[src/hw/dvpm_pkg.sv]
// Constants for the DS1/VT path performance monitor.
// Assumes a single 100 MHz clock and a one-second tick from the card.
package dvpm_pkg;
	localparam int CNT_W = 32;
	localparam int SEC_ERR_W = 16;
	localparam logic [15:0] PATH_ESF_SES_LIMIT = 16'h0140;
	localparam logic [15:0] PATH_SF_SES_LIMIT = 16'h0004;
	localparam logic [15:0] VT_SES_LIMIT = 16'h0258;
	localparam logic [3:0] UNAVAIL_RUN = 4'ha;
	localparam logic [1:0] VT_MAX_BIP_PER_SF = 2'h2;
	localparam logic [31:0] CNT_ZERO = 32'h0000_0000;
	localparam logic [31:0] CNT_ONE = 32'h0000_0001;
	typedef enum logic [1:0] {
		DVPM_AVAIL = 2'b00,
		DVPM_UNAVAIL = 2'b01
	} dvpm_avail_type;
endpackage

[src/hw/dvpm_unavail.sv]
// Unavailable-state tracker for one monitored path.
// Assumes sec_i is a one-cycle pulse at each second boundary with ses_i valid.
`timescale 1ns/1ps
module dvpm_unavail
(
	// Clock and reset
	input wire logic ref_clk_i,
	input wire logic resetn_i,
	// Second result
	input wire logic sec_i,
	input wire logic ses_i,
	// Unavailable seconds to add at this boundary
	output logic [4:0] uas_add_o,
	output logic unavail_o
);
	dvpm_pkg::dvpm_avail_type state_r, state_nxt;
	// Run of like seconds; while unavailable it holds clean seconds not yet counted
	logic [3:0] run_r, run_nxt;

	always_comb
	begin
		state_nxt = state_r;
		run_nxt = run_r;
		uas_add_o = 5'h00;
		if (sec_i)
		begin
			unique case (state_r)
				dvpm_pkg::DVPM_AVAIL:
				begin
					run_nxt = ses_i ? run_r + 4'h1 : 4'h0;
					if (ses_i && run_nxt == dvpm_pkg::UNAVAIL_RUN)
					begin
						// Onset of the run counts too, so all ten are added
						state_nxt = dvpm_pkg::DVPM_UNAVAIL;
						uas_add_o = {1'b0, dvpm_pkg::UNAVAIL_RUN};
						run_nxt = 4'h0;
					end
				end
				dvpm_pkg::DVPM_UNAVAIL:
				begin
					// Clean seconds held until known not to end the period
					if (ses_i)
					begin
						uas_add_o = {1'b0, run_r} + 5'h01;
						run_nxt = 4'h0;
					end
					else
					begin
						run_nxt = run_r + 4'h1;
						if (run_nxt == dvpm_pkg::UNAVAIL_RUN)
						begin
							state_nxt = dvpm_pkg::DVPM_AVAIL;
							run_nxt = 4'h0;
						end
					end
				end
				default:
				begin
					state_nxt = dvpm_pkg::DVPM_AVAIL;
					run_nxt = 4'h0;
				end
			endcase
		end
	end

	always_ff @(posedge ref_clk_i or negedge resetn_i)
	begin
		if (!resetn_i)
		begin
			state_r <= dvpm_pkg::DVPM_AVAIL;
			run_r <= 4'h0;
		end
		else
		begin
			state_r <= state_nxt;
			run_r <= run_nxt;
		end
	end

	assign unavail_o = (state_r == dvpm_pkg::DVPM_UNAVAIL);
endmodule

[src/hw/dvpm_monitor.sv]
// DS1 transmit path and VT path performance monitor counters.
// Assumes one-cycle event pulses and defect levels synchronous to ref_clk_i.
// Operation
// (RULE1) Count seconds holding an alarm defect
// (RULE2) ESF: count each CRC-6 error as violation
// (RULE3) SF: count each framing bit error instead
// (RULE4) ESF errored: CRC, frame change, defect
// (RULE5) SF errored: framing bit, change, defect
// (RULE6) Count severe framing or alarm seconds separately
// (RULE7) ESF severe: 320 CRC errors or defect
// (RULE8) SF severe: four framing errors or defect
// (RULE9) Ten severe seconds enter unavailable; count them
// (RULE10) Ten clean exit seconds not counted unavailable
// (RULE11) No programmable thresholds on path counters
// (RULE12) VT parity: up to two per superframe
// (RULE13) VT errored second: parity error or defect
// (RULE14) VT severe: 600 parity errors or defect
// (RULE15) VT unavailable after ten severe seconds
// (RULE16) Evaluate and clear accumulations each second
`timescale 1ns/1ps
module dvpm_monitor
#(
	parameter int CNT_W = dvpm_pkg::CNT_W
)
(
	// Clock and reset
	input wire logic ref_clk_i,
	input wire logic resetn_i,
	// Interval tick and format
	input wire logic sec_tick_i,
	input wire logic path_esf_i,
	// DS1 transmit path anomalies and defects
	input wire logic crc_error_i,
	input wire logic framing_bit_error_i,
	input wire logic frame_change_i,
	input wire logic severe_framing_defect_i,
	input wire logic path_alarm_defect_i,
	// VT path anomalies and defects
	input wire logic [1:0] vt_bip_count_i,
	input wire logic vt_bip_valid_i,
	input wire logic vt_alarm_defect_i,
	input wire logic vt_pointer_loss_defect_i,
	input wire logic lower_layer_defect_i,
	// DS1 transmit path counters
	output logic [CNT_W-1:0] path_alarm_seconds_o,
	output logic [CNT_W-1:0] path_coding_violations_o,
	output logic [CNT_W-1:0] path_errored_seconds_o,
	output logic [CNT_W-1:0] path_frame_alarm_seconds_o,
	output logic [CNT_W-1:0] path_severe_seconds_o,
	output logic [CNT_W-1:0] path_unavailable_seconds_o,
	output logic path_unavailable_o,
	// VT path counters
	output logic [CNT_W-1:0] vt_coding_violations_o,
	output logic [CNT_W-1:0] vt_errored_seconds_o,
	output logic [CNT_W-1:0] vt_severe_seconds_o,
	output logic [CNT_W-1:0] vt_unavailable_seconds_o,
	output logic vt_unavailable_o,
	// Boundary strobe, counters just updated
	output logic sec_done_o
);
	// Per-second tallies need far fewer bits than the running counters
	localparam int SW = dvpm_pkg::SEC_ERR_W;

	// Per-second accumulations
	logic [SW-1:0] p_err_r, p_err_nxt;
	logic p_anom_r, p_anom_nxt;
	logic p_defect_r, p_defect_nxt;
	logic p_alarm_r, p_alarm_nxt;
	logic [SW-1:0] v_err_r, v_err_nxt;
	logic v_defect_r, v_defect_nxt;

	// Running counters
	logic [CNT_W-1:0] p_ais_r, p_ais_nxt;
	logic [CNT_W-1:0] p_cv_r, p_cv_nxt;
	logic [CNT_W-1:0] p_es_r, p_es_nxt;
	logic [CNT_W-1:0] p_sas_r, p_sas_nxt;
	logic [CNT_W-1:0] p_ses_r, p_ses_nxt;
	logic [CNT_W-1:0] p_uas_r, p_uas_nxt;
	logic [CNT_W-1:0] v_cv_r, v_cv_nxt;
	logic [CNT_W-1:0] v_es_r, v_es_nxt;
	logic [CNT_W-1:0] v_ses_r, v_ses_nxt;
	logic [CNT_W-1:0] v_uas_r, v_uas_nxt;
	logic done_r, done_nxt;

	logic p_anom_now;
	logic [1:0] v_bip_now;
	logic p_defect_now;
	logic v_defect_now;
	logic [SW-1:0] p_err_sec;
	logic [SW-1:0] v_err_sec;
	logic p_alarm_sec;
	logic p_defect_sec;
	logic v_defect_sec;
	logic p_es_sec, p_ses_sec, v_es_sec, v_ses_sec;
	logic [4:0] p_uas_add, v_uas_add;
	logic [SW-1:0] p_limit;
	logic [SW:0] p_err_sum;
	logic [SW:0] v_err_sum;

	// Anomaly source depends on superframe format
	assign p_anom_now = path_esf_i ? crc_error_i : framing_bit_error_i; // RULE2 RULE3
	// More than two per superframe cannot occur; clamp guards bad input
	assign v_bip_now = !vt_bip_valid_i ? 2'h0 :
		(vt_bip_count_i > dvpm_pkg::VT_MAX_BIP_PER_SF) ? dvpm_pkg::VT_MAX_BIP_PER_SF :
		vt_bip_count_i; // RULE12
	// Either framing or alarm defect marks a frame/alarm second
	assign p_defect_now = severe_framing_defect_i | path_alarm_defect_i;
	assign v_defect_now = vt_alarm_defect_i | vt_pointer_loss_defect_i | lower_layer_defect_i;

	// Events landing on the boundary cycle belong to the closing second
	// Carry bit pins the sum at full scale, so a storm cannot wrap below a limit
	assign p_err_sum = {1'b0, p_err_r} + {{SW{1'b0}}, p_anom_now};
	assign v_err_sum = {1'b0, v_err_r} + {{(SW-1){1'b0}}, v_bip_now};
	assign p_err_sec = p_err_sum[SW] ? '1 : p_err_sum[SW-1:0];
	assign v_err_sec = v_err_sum[SW] ? '1 : v_err_sum[SW-1:0];
	assign p_alarm_sec = p_alarm_r | path_alarm_defect_i;
	assign p_defect_sec = p_defect_r | p_defect_now;
	assign v_defect_sec = v_defect_r | v_defect_now;

	// Fixed limits only, no user threshold
	assign p_limit = path_esf_i ? dvpm_pkg::PATH_ESF_SES_LIMIT :
		dvpm_pkg::PATH_SF_SES_LIMIT; // RULE11
	// Change of frame only makes a second errored, never severe
	assign p_es_sec = (p_err_sec != '0) | p_anom_r | frame_change_i | p_defect_sec; // RULE4 RULE5
	assign p_ses_sec = (p_err_sec >= p_limit) | p_defect_sec; // RULE7 RULE8
	// VT defects mark both the errored and the severe second
	assign v_es_sec = (v_err_sec != '0) | v_defect_sec; // RULE13
	assign v_ses_sec = (v_err_sec >= dvpm_pkg::VT_SES_LIMIT) | v_defect_sec; // RULE14

	// Both trackers see the same boundary; each judges its own path
	dvpm_unavail u_path_unavail
	(
		.ref_clk_i(ref_clk_i),
		.resetn_i(resetn_i),
		.sec_i(sec_tick_i),
		.ses_i(p_ses_sec),
		.uas_add_o(p_uas_add),
		.unavail_o(path_unavailable_o)
	); // RULE9 RULE10

	dvpm_unavail u_vt_unavail
	(
		.ref_clk_i(ref_clk_i),
		.resetn_i(resetn_i),
		.sec_i(sec_tick_i),
		.ses_i(v_ses_sec),
		.uas_add_o(v_uas_add),
		.unavail_o(vt_unavailable_o)
	); // RULE15

	// Per-second accumulations and boundary strobe
	always_comb
	begin
		p_err_nxt = p_err_r;
		p_anom_nxt = p_anom_r;
		p_defect_nxt = p_defect_r;
		p_alarm_nxt = p_alarm_r;
		v_err_nxt = v_err_r;
		v_defect_nxt = v_defect_r;
		done_nxt = 1'b0;
		if (sec_tick_i)
		begin
			// Closing second is judged from the sec terms, then cleared
			p_err_nxt = '0; // RULE16
			p_anom_nxt = 1'b0;
			p_defect_nxt = 1'b0;
			p_alarm_nxt = 1'b0;
			v_err_nxt = '0;
			v_defect_nxt = 1'b0;
			done_nxt = 1'b1;
		end
		else
		begin
			p_err_nxt = p_err_sec;
			v_err_nxt = v_err_sec;
			p_anom_nxt = p_anom_r | frame_change_i;
			p_defect_nxt = p_defect_sec;
			p_alarm_nxt = p_alarm_sec;
			v_defect_nxt = v_defect_sec;
		end
	end

	always_ff @(posedge ref_clk_i or negedge resetn_i)
	begin
		if (!resetn_i)
		begin
			p_err_r <= '0;
			p_anom_r <= 1'b0;
			p_defect_r <= 1'b0;
			p_alarm_r <= 1'b0;
			v_err_r <= '0;
			v_defect_r <= 1'b0;
			done_r <= 1'b0;
		end
		else
		begin
			p_err_r <= p_err_nxt;
			p_anom_r <= p_anom_nxt;
			p_defect_r <= p_defect_nxt;
			p_alarm_r <= p_alarm_nxt;
			v_err_r <= v_err_nxt;
			v_defect_r <= v_defect_nxt;
			done_r <= done_nxt;
		end
	end

	// DS1 transmit path counters; no programmable threshold is applied to any of them
	always_comb
	begin
		p_ais_nxt = p_ais_r;
		p_es_nxt = p_es_r;
		p_sas_nxt = p_sas_r;
		p_ses_nxt = p_ses_r;
		p_uas_nxt = p_uas_r;
		// Violations count live, each event once; counters wrap like the seconds
		p_cv_nxt = p_cv_r + (p_anom_now ? dvpm_pkg::CNT_ONE[CNT_W-1:0] :
			dvpm_pkg::CNT_ZERO[CNT_W-1:0]); // RULE2 RULE3
		if (sec_tick_i)
		begin
			if (p_alarm_sec)
				p_ais_nxt = p_ais_r + dvpm_pkg::CNT_ONE[CNT_W-1:0]; // RULE1
			if (p_es_sec)
				p_es_nxt = p_es_r + dvpm_pkg::CNT_ONE[CNT_W-1:0]; // RULE4 RULE5
			if (p_defect_sec)
				p_sas_nxt = p_sas_r + dvpm_pkg::CNT_ONE[CNT_W-1:0]; // RULE6
			if (p_ses_sec)
				p_ses_nxt = p_ses_r + dvpm_pkg::CNT_ONE[CNT_W-1:0]; // RULE7 RULE8
			// Tracker hands over whole held runs, up to ten at once
			p_uas_nxt = p_uas_r + {{(CNT_W-5){1'b0}}, p_uas_add}; // RULE9 RULE10
		end
	end

	always_ff @(posedge ref_clk_i or negedge resetn_i)
	begin
		if (!resetn_i)
		begin
			p_ais_r <= '0;
			p_cv_r <= '0;
			p_es_r <= '0;
			p_sas_r <= '0;
			p_ses_r <= '0;
			p_uas_r <= '0;
		end
		else
		begin
			p_ais_r <= p_ais_nxt;
			p_cv_r <= p_cv_nxt;
			p_es_r <= p_es_nxt;
			p_sas_r <= p_sas_nxt;
			p_ses_r <= p_ses_nxt;
			p_uas_r <= p_uas_nxt;
		end
	end

	// VT path counters, fed by the clamped parity count
	always_comb
	begin
		v_es_nxt = v_es_r;
		v_ses_nxt = v_ses_r;
		v_uas_nxt = v_uas_r;
		// At most two a superframe, so the live add stays a small step
		v_cv_nxt = v_cv_r + {{(CNT_W-2){1'b0}}, v_bip_now}; // RULE12
		if (sec_tick_i)
		begin
			if (v_es_sec)
				v_es_nxt = v_es_r + dvpm_pkg::CNT_ONE[CNT_W-1:0]; // RULE13
			if (v_ses_sec)
				v_ses_nxt = v_ses_r + dvpm_pkg::CNT_ONE[CNT_W-1:0]; // RULE14
			v_uas_nxt = v_uas_r + {{(CNT_W-5){1'b0}}, v_uas_add}; // RULE15
		end
	end

	always_ff @(posedge ref_clk_i or negedge resetn_i)
	begin
		if (!resetn_i)
		begin
			v_cv_r <= '0;
			v_es_r <= '0;
			v_ses_r <= '0;
			v_uas_r <= '0;
		end
		else
		begin
			v_cv_r <= v_cv_nxt;
			v_es_r <= v_es_nxt;
			v_ses_r <= v_ses_nxt;
			v_uas_r <= v_uas_nxt;
		end
	end

	assign path_alarm_seconds_o = p_ais_r;
	assign path_coding_violations_o = p_cv_r;
	assign path_errored_seconds_o = p_es_r;
	assign path_frame_alarm_seconds_o = p_sas_r;
	assign path_severe_seconds_o = p_ses_r;
	assign path_unavailable_seconds_o = p_uas_r;
	assign vt_coding_violations_o = v_cv_r;
	assign vt_errored_seconds_o = v_es_r;
	assign vt_severe_seconds_o = v_ses_r;
	assign vt_unavailable_seconds_o = v_uas_r;
	// Strobe trails the tick by one, when every counter has settled
	assign sec_done_o = done_r;
endmodule

[config.mk]
export PLATFORM = sky130hd
export DESIGN_NAME = dvpm_monitor
export DESIGN_NICKNAME = d
export VERILOG_FILES = /design/src/hw/dvpm_pkg.sv /design/src/hw/dvpm_unavail.sv /design/src/hw/dvpm_monitor.sv
export SDC_FILE = /design/constraint.sdc
export NUM_CORES = 1
export LEC_CHECK = 0
export BUFFER_PORTS_ARGS = -buffer_cell sky130_fd_sc_hd__buf_4
export CORE_ASPECT_RATIO = 0.75
export CORE_MARGIN = 2
export CORE_UTILIZATION = 50
export DETAILED_ROUTE_END_ITERATION = 10
export MAX_ROUTING_LAYER = met4
export PLACE_DENSITY = 0.73
export SETUP_SLACK_MARGIN = 0.15
export SLEW_MARGIN = 0
export SYNTH_ARGS = -nofsm -noshare
export SYNTH_HDL_FRONTEND = slang
export SYNTH_SLANG_ARGS = --single-unit
[constraint.sdc]
create_clock -name ref_clk_i -period 8.8 [get_ports ref_clk_i]
set_input_delay 1.76 -clock ref_clk_i [delete_from_list [all_inputs] [get_ports ref_clk_i]]
set_output_delay 1.76 -clock ref_clk_i [all_outputs]
set_load 0.02 [all_outputs]
# ---- Yosys cells after proc, flatten, opt, wreduce, memory -nomap -nowiden
# Index checks and enable logic that the tools add are counted.
# W data, S select, Z words.
dict set report op_classes {
  n_addsub 16
  order_cmp 3
  eq_ne 12
  n_mux 40
  n_bitwise 13
  n_reduce_logical 14
}
# op count
set op_table {}
lappend op_table {{$add A32 B1 Y32 const B} 6}
lappend op_table {{$add A32 B5 Y32} 2}
lappend op_table {{$mux W16} 4}
lappend op_table {{$mux W4} 10}
lappend op_table {{$add A32 B1 Y32} 1}
lappend op_table {{$add A32 B2 Y32} 1}
lappend op_table {{$reduce_bool A16 Y1} 2}
lappend op_table {{$mux W5} 4}
lappend op_table {{$pmux W5 S2} 2}
lappend op_table {{$add A16 B1 Y17} 1}
lappend op_table {{$add A16 B2 Y17} 1}
lappend op_table {{$eq A4 B4 Y1 const B} 4}
lappend op_table {{$ge A16 B10 Y1 const B} 1}
lappend op_table {{$ge A16 B9 Y1} 1}
lappend op_table {{$mux W2} 8}
lappend op_table {{$pmux W4 S2} 2}
lappend op_table {{$or A1 B1 Y1} 13}
lappend op_table {{$reduce_and A2 Y1} 6}
lappend op_table {{$add A4 B1 Y5 const B} 2}
lappend op_table {{$mux W9} 1}
lappend op_table {{$add A4 B1 Y4 const B} 2}
lappend op_table {{$ne A2 B1 Y1 const B} 4}
lappend op_table {{$pmux W2 S2} 2}
lappend op_table {{$reduce_and A4 Y1} 2}
lappend op_table {{other kinds (6)} 16}
dict set report word_totals {
  regBits 369
  in_bits 15
  output_inout_bits 323
  wordCells 119
}

# ---- Logic depth before layout (Yosys ltp)
dict set report logic_depth {
  ltp_word 14
  depth_mapped 28
  ltp_nobuf 24
}

# ---- By module
# A second synthesis with hierarchy kept.
dict set report hier_totals {
  cells_unflattened 1666
  area_unflattened_um2 17789.6
}
# mod instances cells_each area_per_inst_um2 seq_area_each_um2
set by_module_without_submodules {}
lappend by_module_without_submodules {dvpm_monitor 1 1556 16876.2 8933.6}
lappend by_module_without_submodules {dvpm_unavail 2 55 456.7 125.1}

# ---- Worst setup path after synthesis
# Ideal clock, no wire load.
dict set report synth_timing {
  path_kind {input -> register}
  from {input port path_esf_i}
  to {register p_uas_r[26] (netlist: path_unavailable_seconds_o[26])}
  arrival_time_ps 6658
  t_required_ps 8720
  setup_slack_ps 2062
  stages 28
  n_path_buf 4
  path_cell_list {mux2_2 -> ha_1 -> ha_1 -> and3_1 -> buf_4 -> nand4_1 -> or3_1 -> and2_1 -> ha_1 -> nand2_1 -> nand3_1 -> a211o_1 -> a211oi_2 -> buf_4 -> buf_2 -> nand3b_1 -> nor2_1 -> ha_1 -> fa_1 -> a21o_1 -> a21o_1 -> a21oi_1 -> nor2b_1 -> and2_1 -> nor2b_1 -> clkbuf_1 -> nand4_1 -> xnor2_1}
}
dict set report synth_via {
  elab_chain_cells 12
}
# element line
set synth_rtl {}
lappend synth_rtl {{from (decl)} dvpm_monitor.sv:31} ;# input wire logic path_esf_i,
lappend synth_rtl {{$mux W1} dvpm_monitor.sv:101} ;# assign p_anom_now = path_esf_i ? crc_error_i : framing_bit_error_i;
lappend synth_rtl {{$add A16 B1 Y17} dvpm_monitor.sv:112} ;# assign p_err_sum = {1'b0, p_err_r} + {{SW{1'b0}}, p_anom_now};
lappend synth_rtl {{$mux W16} dvpm_monitor.sv:114} ;# assign p_err_sec = p_err_sum[SW] ? '1 : p_err_sum[SW-1:0];
lappend synth_rtl {{$ge A16 B9 Y1 (*)} dvpm_monitor.sv:125} ;# assign p_ses_sec = (p_err_sec >= p_limit) | p_defect_sec;
lappend synth_rtl {{$or A1 B1 Y1 (*)} dvpm_monitor.sv:125}
lappend synth_rtl {{$mux W4} dvpm_unavail.sv:30} ;# run_nxt = ses_i ? run_r + 4'h1 : 4'h0;
lappend synth_rtl {{$eq A4 B4 Y1} dvpm_unavail.sv:31} ;# if (ses_i && run_nxt == dvpm_pkg::UNAVAIL_RUN)
lappend synth_rtl {{$logic_and A1 B1 Y1} dvpm_unavail.sv:31}
lappend synth_rtl {{$mux W4} dvpm_unavail.sv:31}
lappend synth_rtl {{$pmux W5 S2 (*)} dvpm_unavail.sv:27} ;# unique case (state_r)
lappend synth_rtl {{$mux W5 (*)} dvpm_unavail.sv:25} ;# if (sec_i)
lappend synth_rtl {{$add A32 B5 Y32 (*)} dvpm_monitor.sv:229} ;# p_uas_nxt = p_uas_r + {{(CNT_W-5){1'b0}}, p_uas_add};
lappend synth_rtl {{to (signal assigned)} dvpm_monitor.sv:251} ;# p_uas_r <= p_uas_nxt;
lappend synth_rtl {{to (decl)} dvpm_monitor.sv:78} ;# logic [CNT_W-1:0] p_uas_r, p_uas_nxt;
# Mark *: on every way between the ends. The rest lies on a longest branch, timed or not.
# A chain may end at the register's enable or synchronous reset.

# ---- Worst setup path after layout
dict set report layout_timing {
  from {input port path_esf_i}
  to {register p_uas_r[28] (netlist: path_unavailable_seconds_o[28])}
}
# The elaborated chain is that of the path after synthesis.

==> out/metrics.cfg <==
[global_route]
grt_use_total_pct = 23.53
grt_max_degree = 176
grt_pass1_wl_mm = 68.88
grt_overflow = 0
antenna_found_initial = 0
grt_pass1_vias = 13086

[detailed_routing]
wl_met1_mm = 19.48
ant_nets = 0
drt-total-wl_mm = 41.95
vias = 13557
viasPerCell = 5.524
wl_met3_mm = 3.131
dr.first_iter.drc_count = 1049
top_layer_used = met4
dr_wl_met2_mm = 18.65
dr.pass1.iters = 5
drc_errors = 0
wl_per_cell_microns = 17.10

[timing]
fin_crit_sh_pct = 76.73
finalMaxSlewViolations = 0
finalSetupViolCount = 0
max_freq_ghz = 0.1481
slew_headroom_pct = 35.43
tightest_slew_ps = 968.6
fin_worst_skew_ps = 17.83
rsz0062_at_grt = false
hold_viol_final = 0
period_needed_ps = 6752
finalSetupTns_ps = 0

[floorplanning]
rows = 59
core-area_sq_um = 34620
initial_core_util_pct = 50.76
io_pins = 338
dieWidth_microns = 220.5
die_y_microns = 166.4
dieArea_sq_um = 36680

[logic_synthesis]
yosysUniqueCellTypes = 69
synth_xor_area_share_pct = 16.45
synthTopCellsByArea = dfrtp_1, xnor2_1, xor2_1
yosysSeqAreaShare_pct = 52.26
netlist_instances = 1636
synthSimpleGateAreaFrac_pct = 20.63
syn-cell-area_sq_um = 17570
avgSynthCellArea_sq_um = 10.74
ys_seq_elements = 367
synth.top_cell.area_share_pct = 52.26
synth-async-reset-ratio_pct = 100.0
synth_top_family_by_area = simple AND/OR/NAND/NOR gates
synth.largest_area_cell = dfrtp_1
synth_edf_count = 0
synth_compound_area_share_pct = 4.600
yosysWarnings = 0
synth.area.mux_share_pct = 1.545
synthFlopType = dfrtp_1
yosys.area_share.adder_pct = 2.492
syn-num-nets = 1684

[placed_design]
io_buffer_count = 337
hpwl_mm = 29.45
placed_area_sq_um = 20520
gp_congestion = 0.9205

[worst_setup_path]
worstPathArrival_ps = 7160
startpoint_type = primary input
endpoint_kind = register
cp_max_fo = 13
cp_data_required_time_ps = 9210
path_class = primary input to register

[power_and_ir_drop]
cellPowerDensity_nw_per_um2 = 218.2
peakVddDrop_mv = 0.1876
p_leak_nw = 10.84

[cells_and_area]
nets = 2017
drive_above_1_share_pct = 22.48
n_antenna_cell = 0
fin_area_sq_um = 21860
syn2layout_area_growth_pct = 24.37

[flow_run]
drv_cap = 0

[run_status]
outcome = complete, no violations

[clock_network]
clock_sinks = 367
tritoncts = done
cts_root_buf = clkbuf_16
insertion_delay_ps = 530
numCtsBuffers = 38
post_cts_resized = 0
postCtsSetupBuffers = 0
cts_max_level = 2
ctsHoldBuffers = 0
clk_pin_slew_worst_paths_ps = 60
clk_path_buf_depth = 3

[worst_hold_path]
hp-class = register to register

[critical path: stages]
cell	delay, ps
buf_4	120
mux2_2	240
ha_1	190
ha_1	210
and3_1	310
nand4_1	200
or3_1	580
and2_1	230
ha_1	270
nand2_1	60
nand3_1	80
a211o_1	330
a211oi_4	300
nand3b_1	190
nor2_1	70
ha_1	330
a21o_1	120
a21o_1	130
a21oi_1	90
nor2b_1	200
and2_1	210
nor2b_1	550
nand4_1	200
xnor2_1	170
[registers in the layout (all words and copies together), names as in the netlist, 32 cells and up]
register / cells
path_alarm_seconds_o: 32
path_coding_violations_o: 32
path_errored_seconds_o: 32
path_frame_alarm_seconds_o: 32
path_severe_seconds_o: 32
path_unavailable_seconds_o: 32
vt_coding_violations_o: 32
vt_errored_seconds_o: 32
vt_severe_seconds_o: 32
vt_unavailable_seconds_o: 32
[final timing paths]
| kind | slack (ps) | startpoint | end | cells after the start |
|---|---|---|---|---|
| max | 2050 | path_esf_i | path_unavailable_seconds_o[28] | 24 |
| min | 470 | path_frame_alarm_seconds_o[31] | path_frame_alarm_seconds_o[31] | 1 |
| max reg2reg | 3320 | p_err_r[0] | path_unavailable_seconds_o[28] | 22 |
| min reg2reg | 470 | path_frame_alarm_seconds_o[31] | path_frame_alarm_seconds_o[31] | 1 |
| max in group asynchronous | 6360 | resetn_i | vt_severe_seconds_o[16] | 2 |
| min in group asynchronous | 1150 | resetn_i | path_coding_violations_o[25] | 1 |
[final cells by class]
class                           instances  area, sq um
Inverter                               28        105.1
Fill cell                            2768        12770
Clock inverter                         17        220.2
Timing Repair Buffer                  346         2618
Clock buffer                           51         1111
Sequential cell                       367         9184
Multi-Input combinational cell       1188         8046
Tap cell                              457        571.8
[cells in the mapped netlist, types with 3 or more instances]
library cell / number
nor2_1: 107
or3_1: 8
nand2_1: 128
buf_1: 4
and4_1: 34
buf_2: 17
o211ai_1: 3
xor2_1: 134
a311oi_1: 3
nand2b_1: 7
a31oi_1: 11
or4_1: 4
and3_1: 60
or2_2: 6
and2_1: 24
inv_1: 27
a21oi_1: 30
nor4b_1: 4
nor4_1: 31
a31o_2: 3
a211oi_1: 5
buf_4: 3
xnor2_1: 196
nand4_1: 81
o21ai_0: 16
nor3b_1: 3
dfrtp_1: 367
mux2i_1: 8
o31ai_1: 3
a21o_1: 15
nand3_1: 123
clkbuf_1: 27
nor2b_1: 5
and3b_1: 3
ha_1: 31
nor3_1: 45
mux2_2: 17
[power breakdown]
part / switching [mW] / leakage, nW / internal [mW]
clock: 0.668 / 0.664 / 1.03
combinational: 0.573 / 5.25 / 0.417
sequential: 0.222 / 4.93 / 1.86
[cell usage in the layout, fill, tap and decap left out, drive strengths merged, types with 11 or more instances in the layout]
master	instances
xor2	134
buf	346
a21oi	30
nand3	123
nand2	128
inv	28
and4	36
a21o	15
mux2	17
nor3	45
ha	31
clkbuf	51
and3	60
nor4	31
o21ai	16
xnor2	196
nand4	82
clkinv	11
dfrtp	367
and2	25
nor2	107
a31oi	12
[logic make-up (layout without fill, tap and decap cells)]
| family | after synthesis | count (layout) |
|---|---|---|
| buffers and inverters | 81 | 442 |
| AO/OA/AOI/OAI | 115 | 115 |
| adder cells (fa/ha/maj) | 34 | 34 |
| multiplexers | 25 | 25 |
| AND/OR/NAND/NOR | 684 | 684 |
| flip-flops | 367 | 367 |
| XOR/XNOR | 330 | 330 |
[per-stage QoR]
step | instances | hold WS, ps | setup WS [ps] | utilization [%] | power (mW)
global route | 2454 | 503.3 | 1684 | 63.13 | 4.994
finish | 2454 | 472.3 | 2048 | 63.13 | 4.770
global placement | 2386 | 456.7 | 1640 | 59.28 | 3.070
CTS | 2454 | 475.2 | 2046 | 63.13 | 4.822
floorplan | 1636 | 450.1 | 2062 | - | 2.637
detailed placement | 2386 | 462.0 | 1534 | 59.28 | 3.096
[routing by layer]
metal | up-vias | global-route usage (%)
met4 | 0 | 5.136
met5 | - | -
met3 | 54 | 4.817
li1 | 6425 | -
met2 | 408 | 34.44
met1 | 6670 | 33.85
Note: power is estimated with default switching activity, not from simulation.
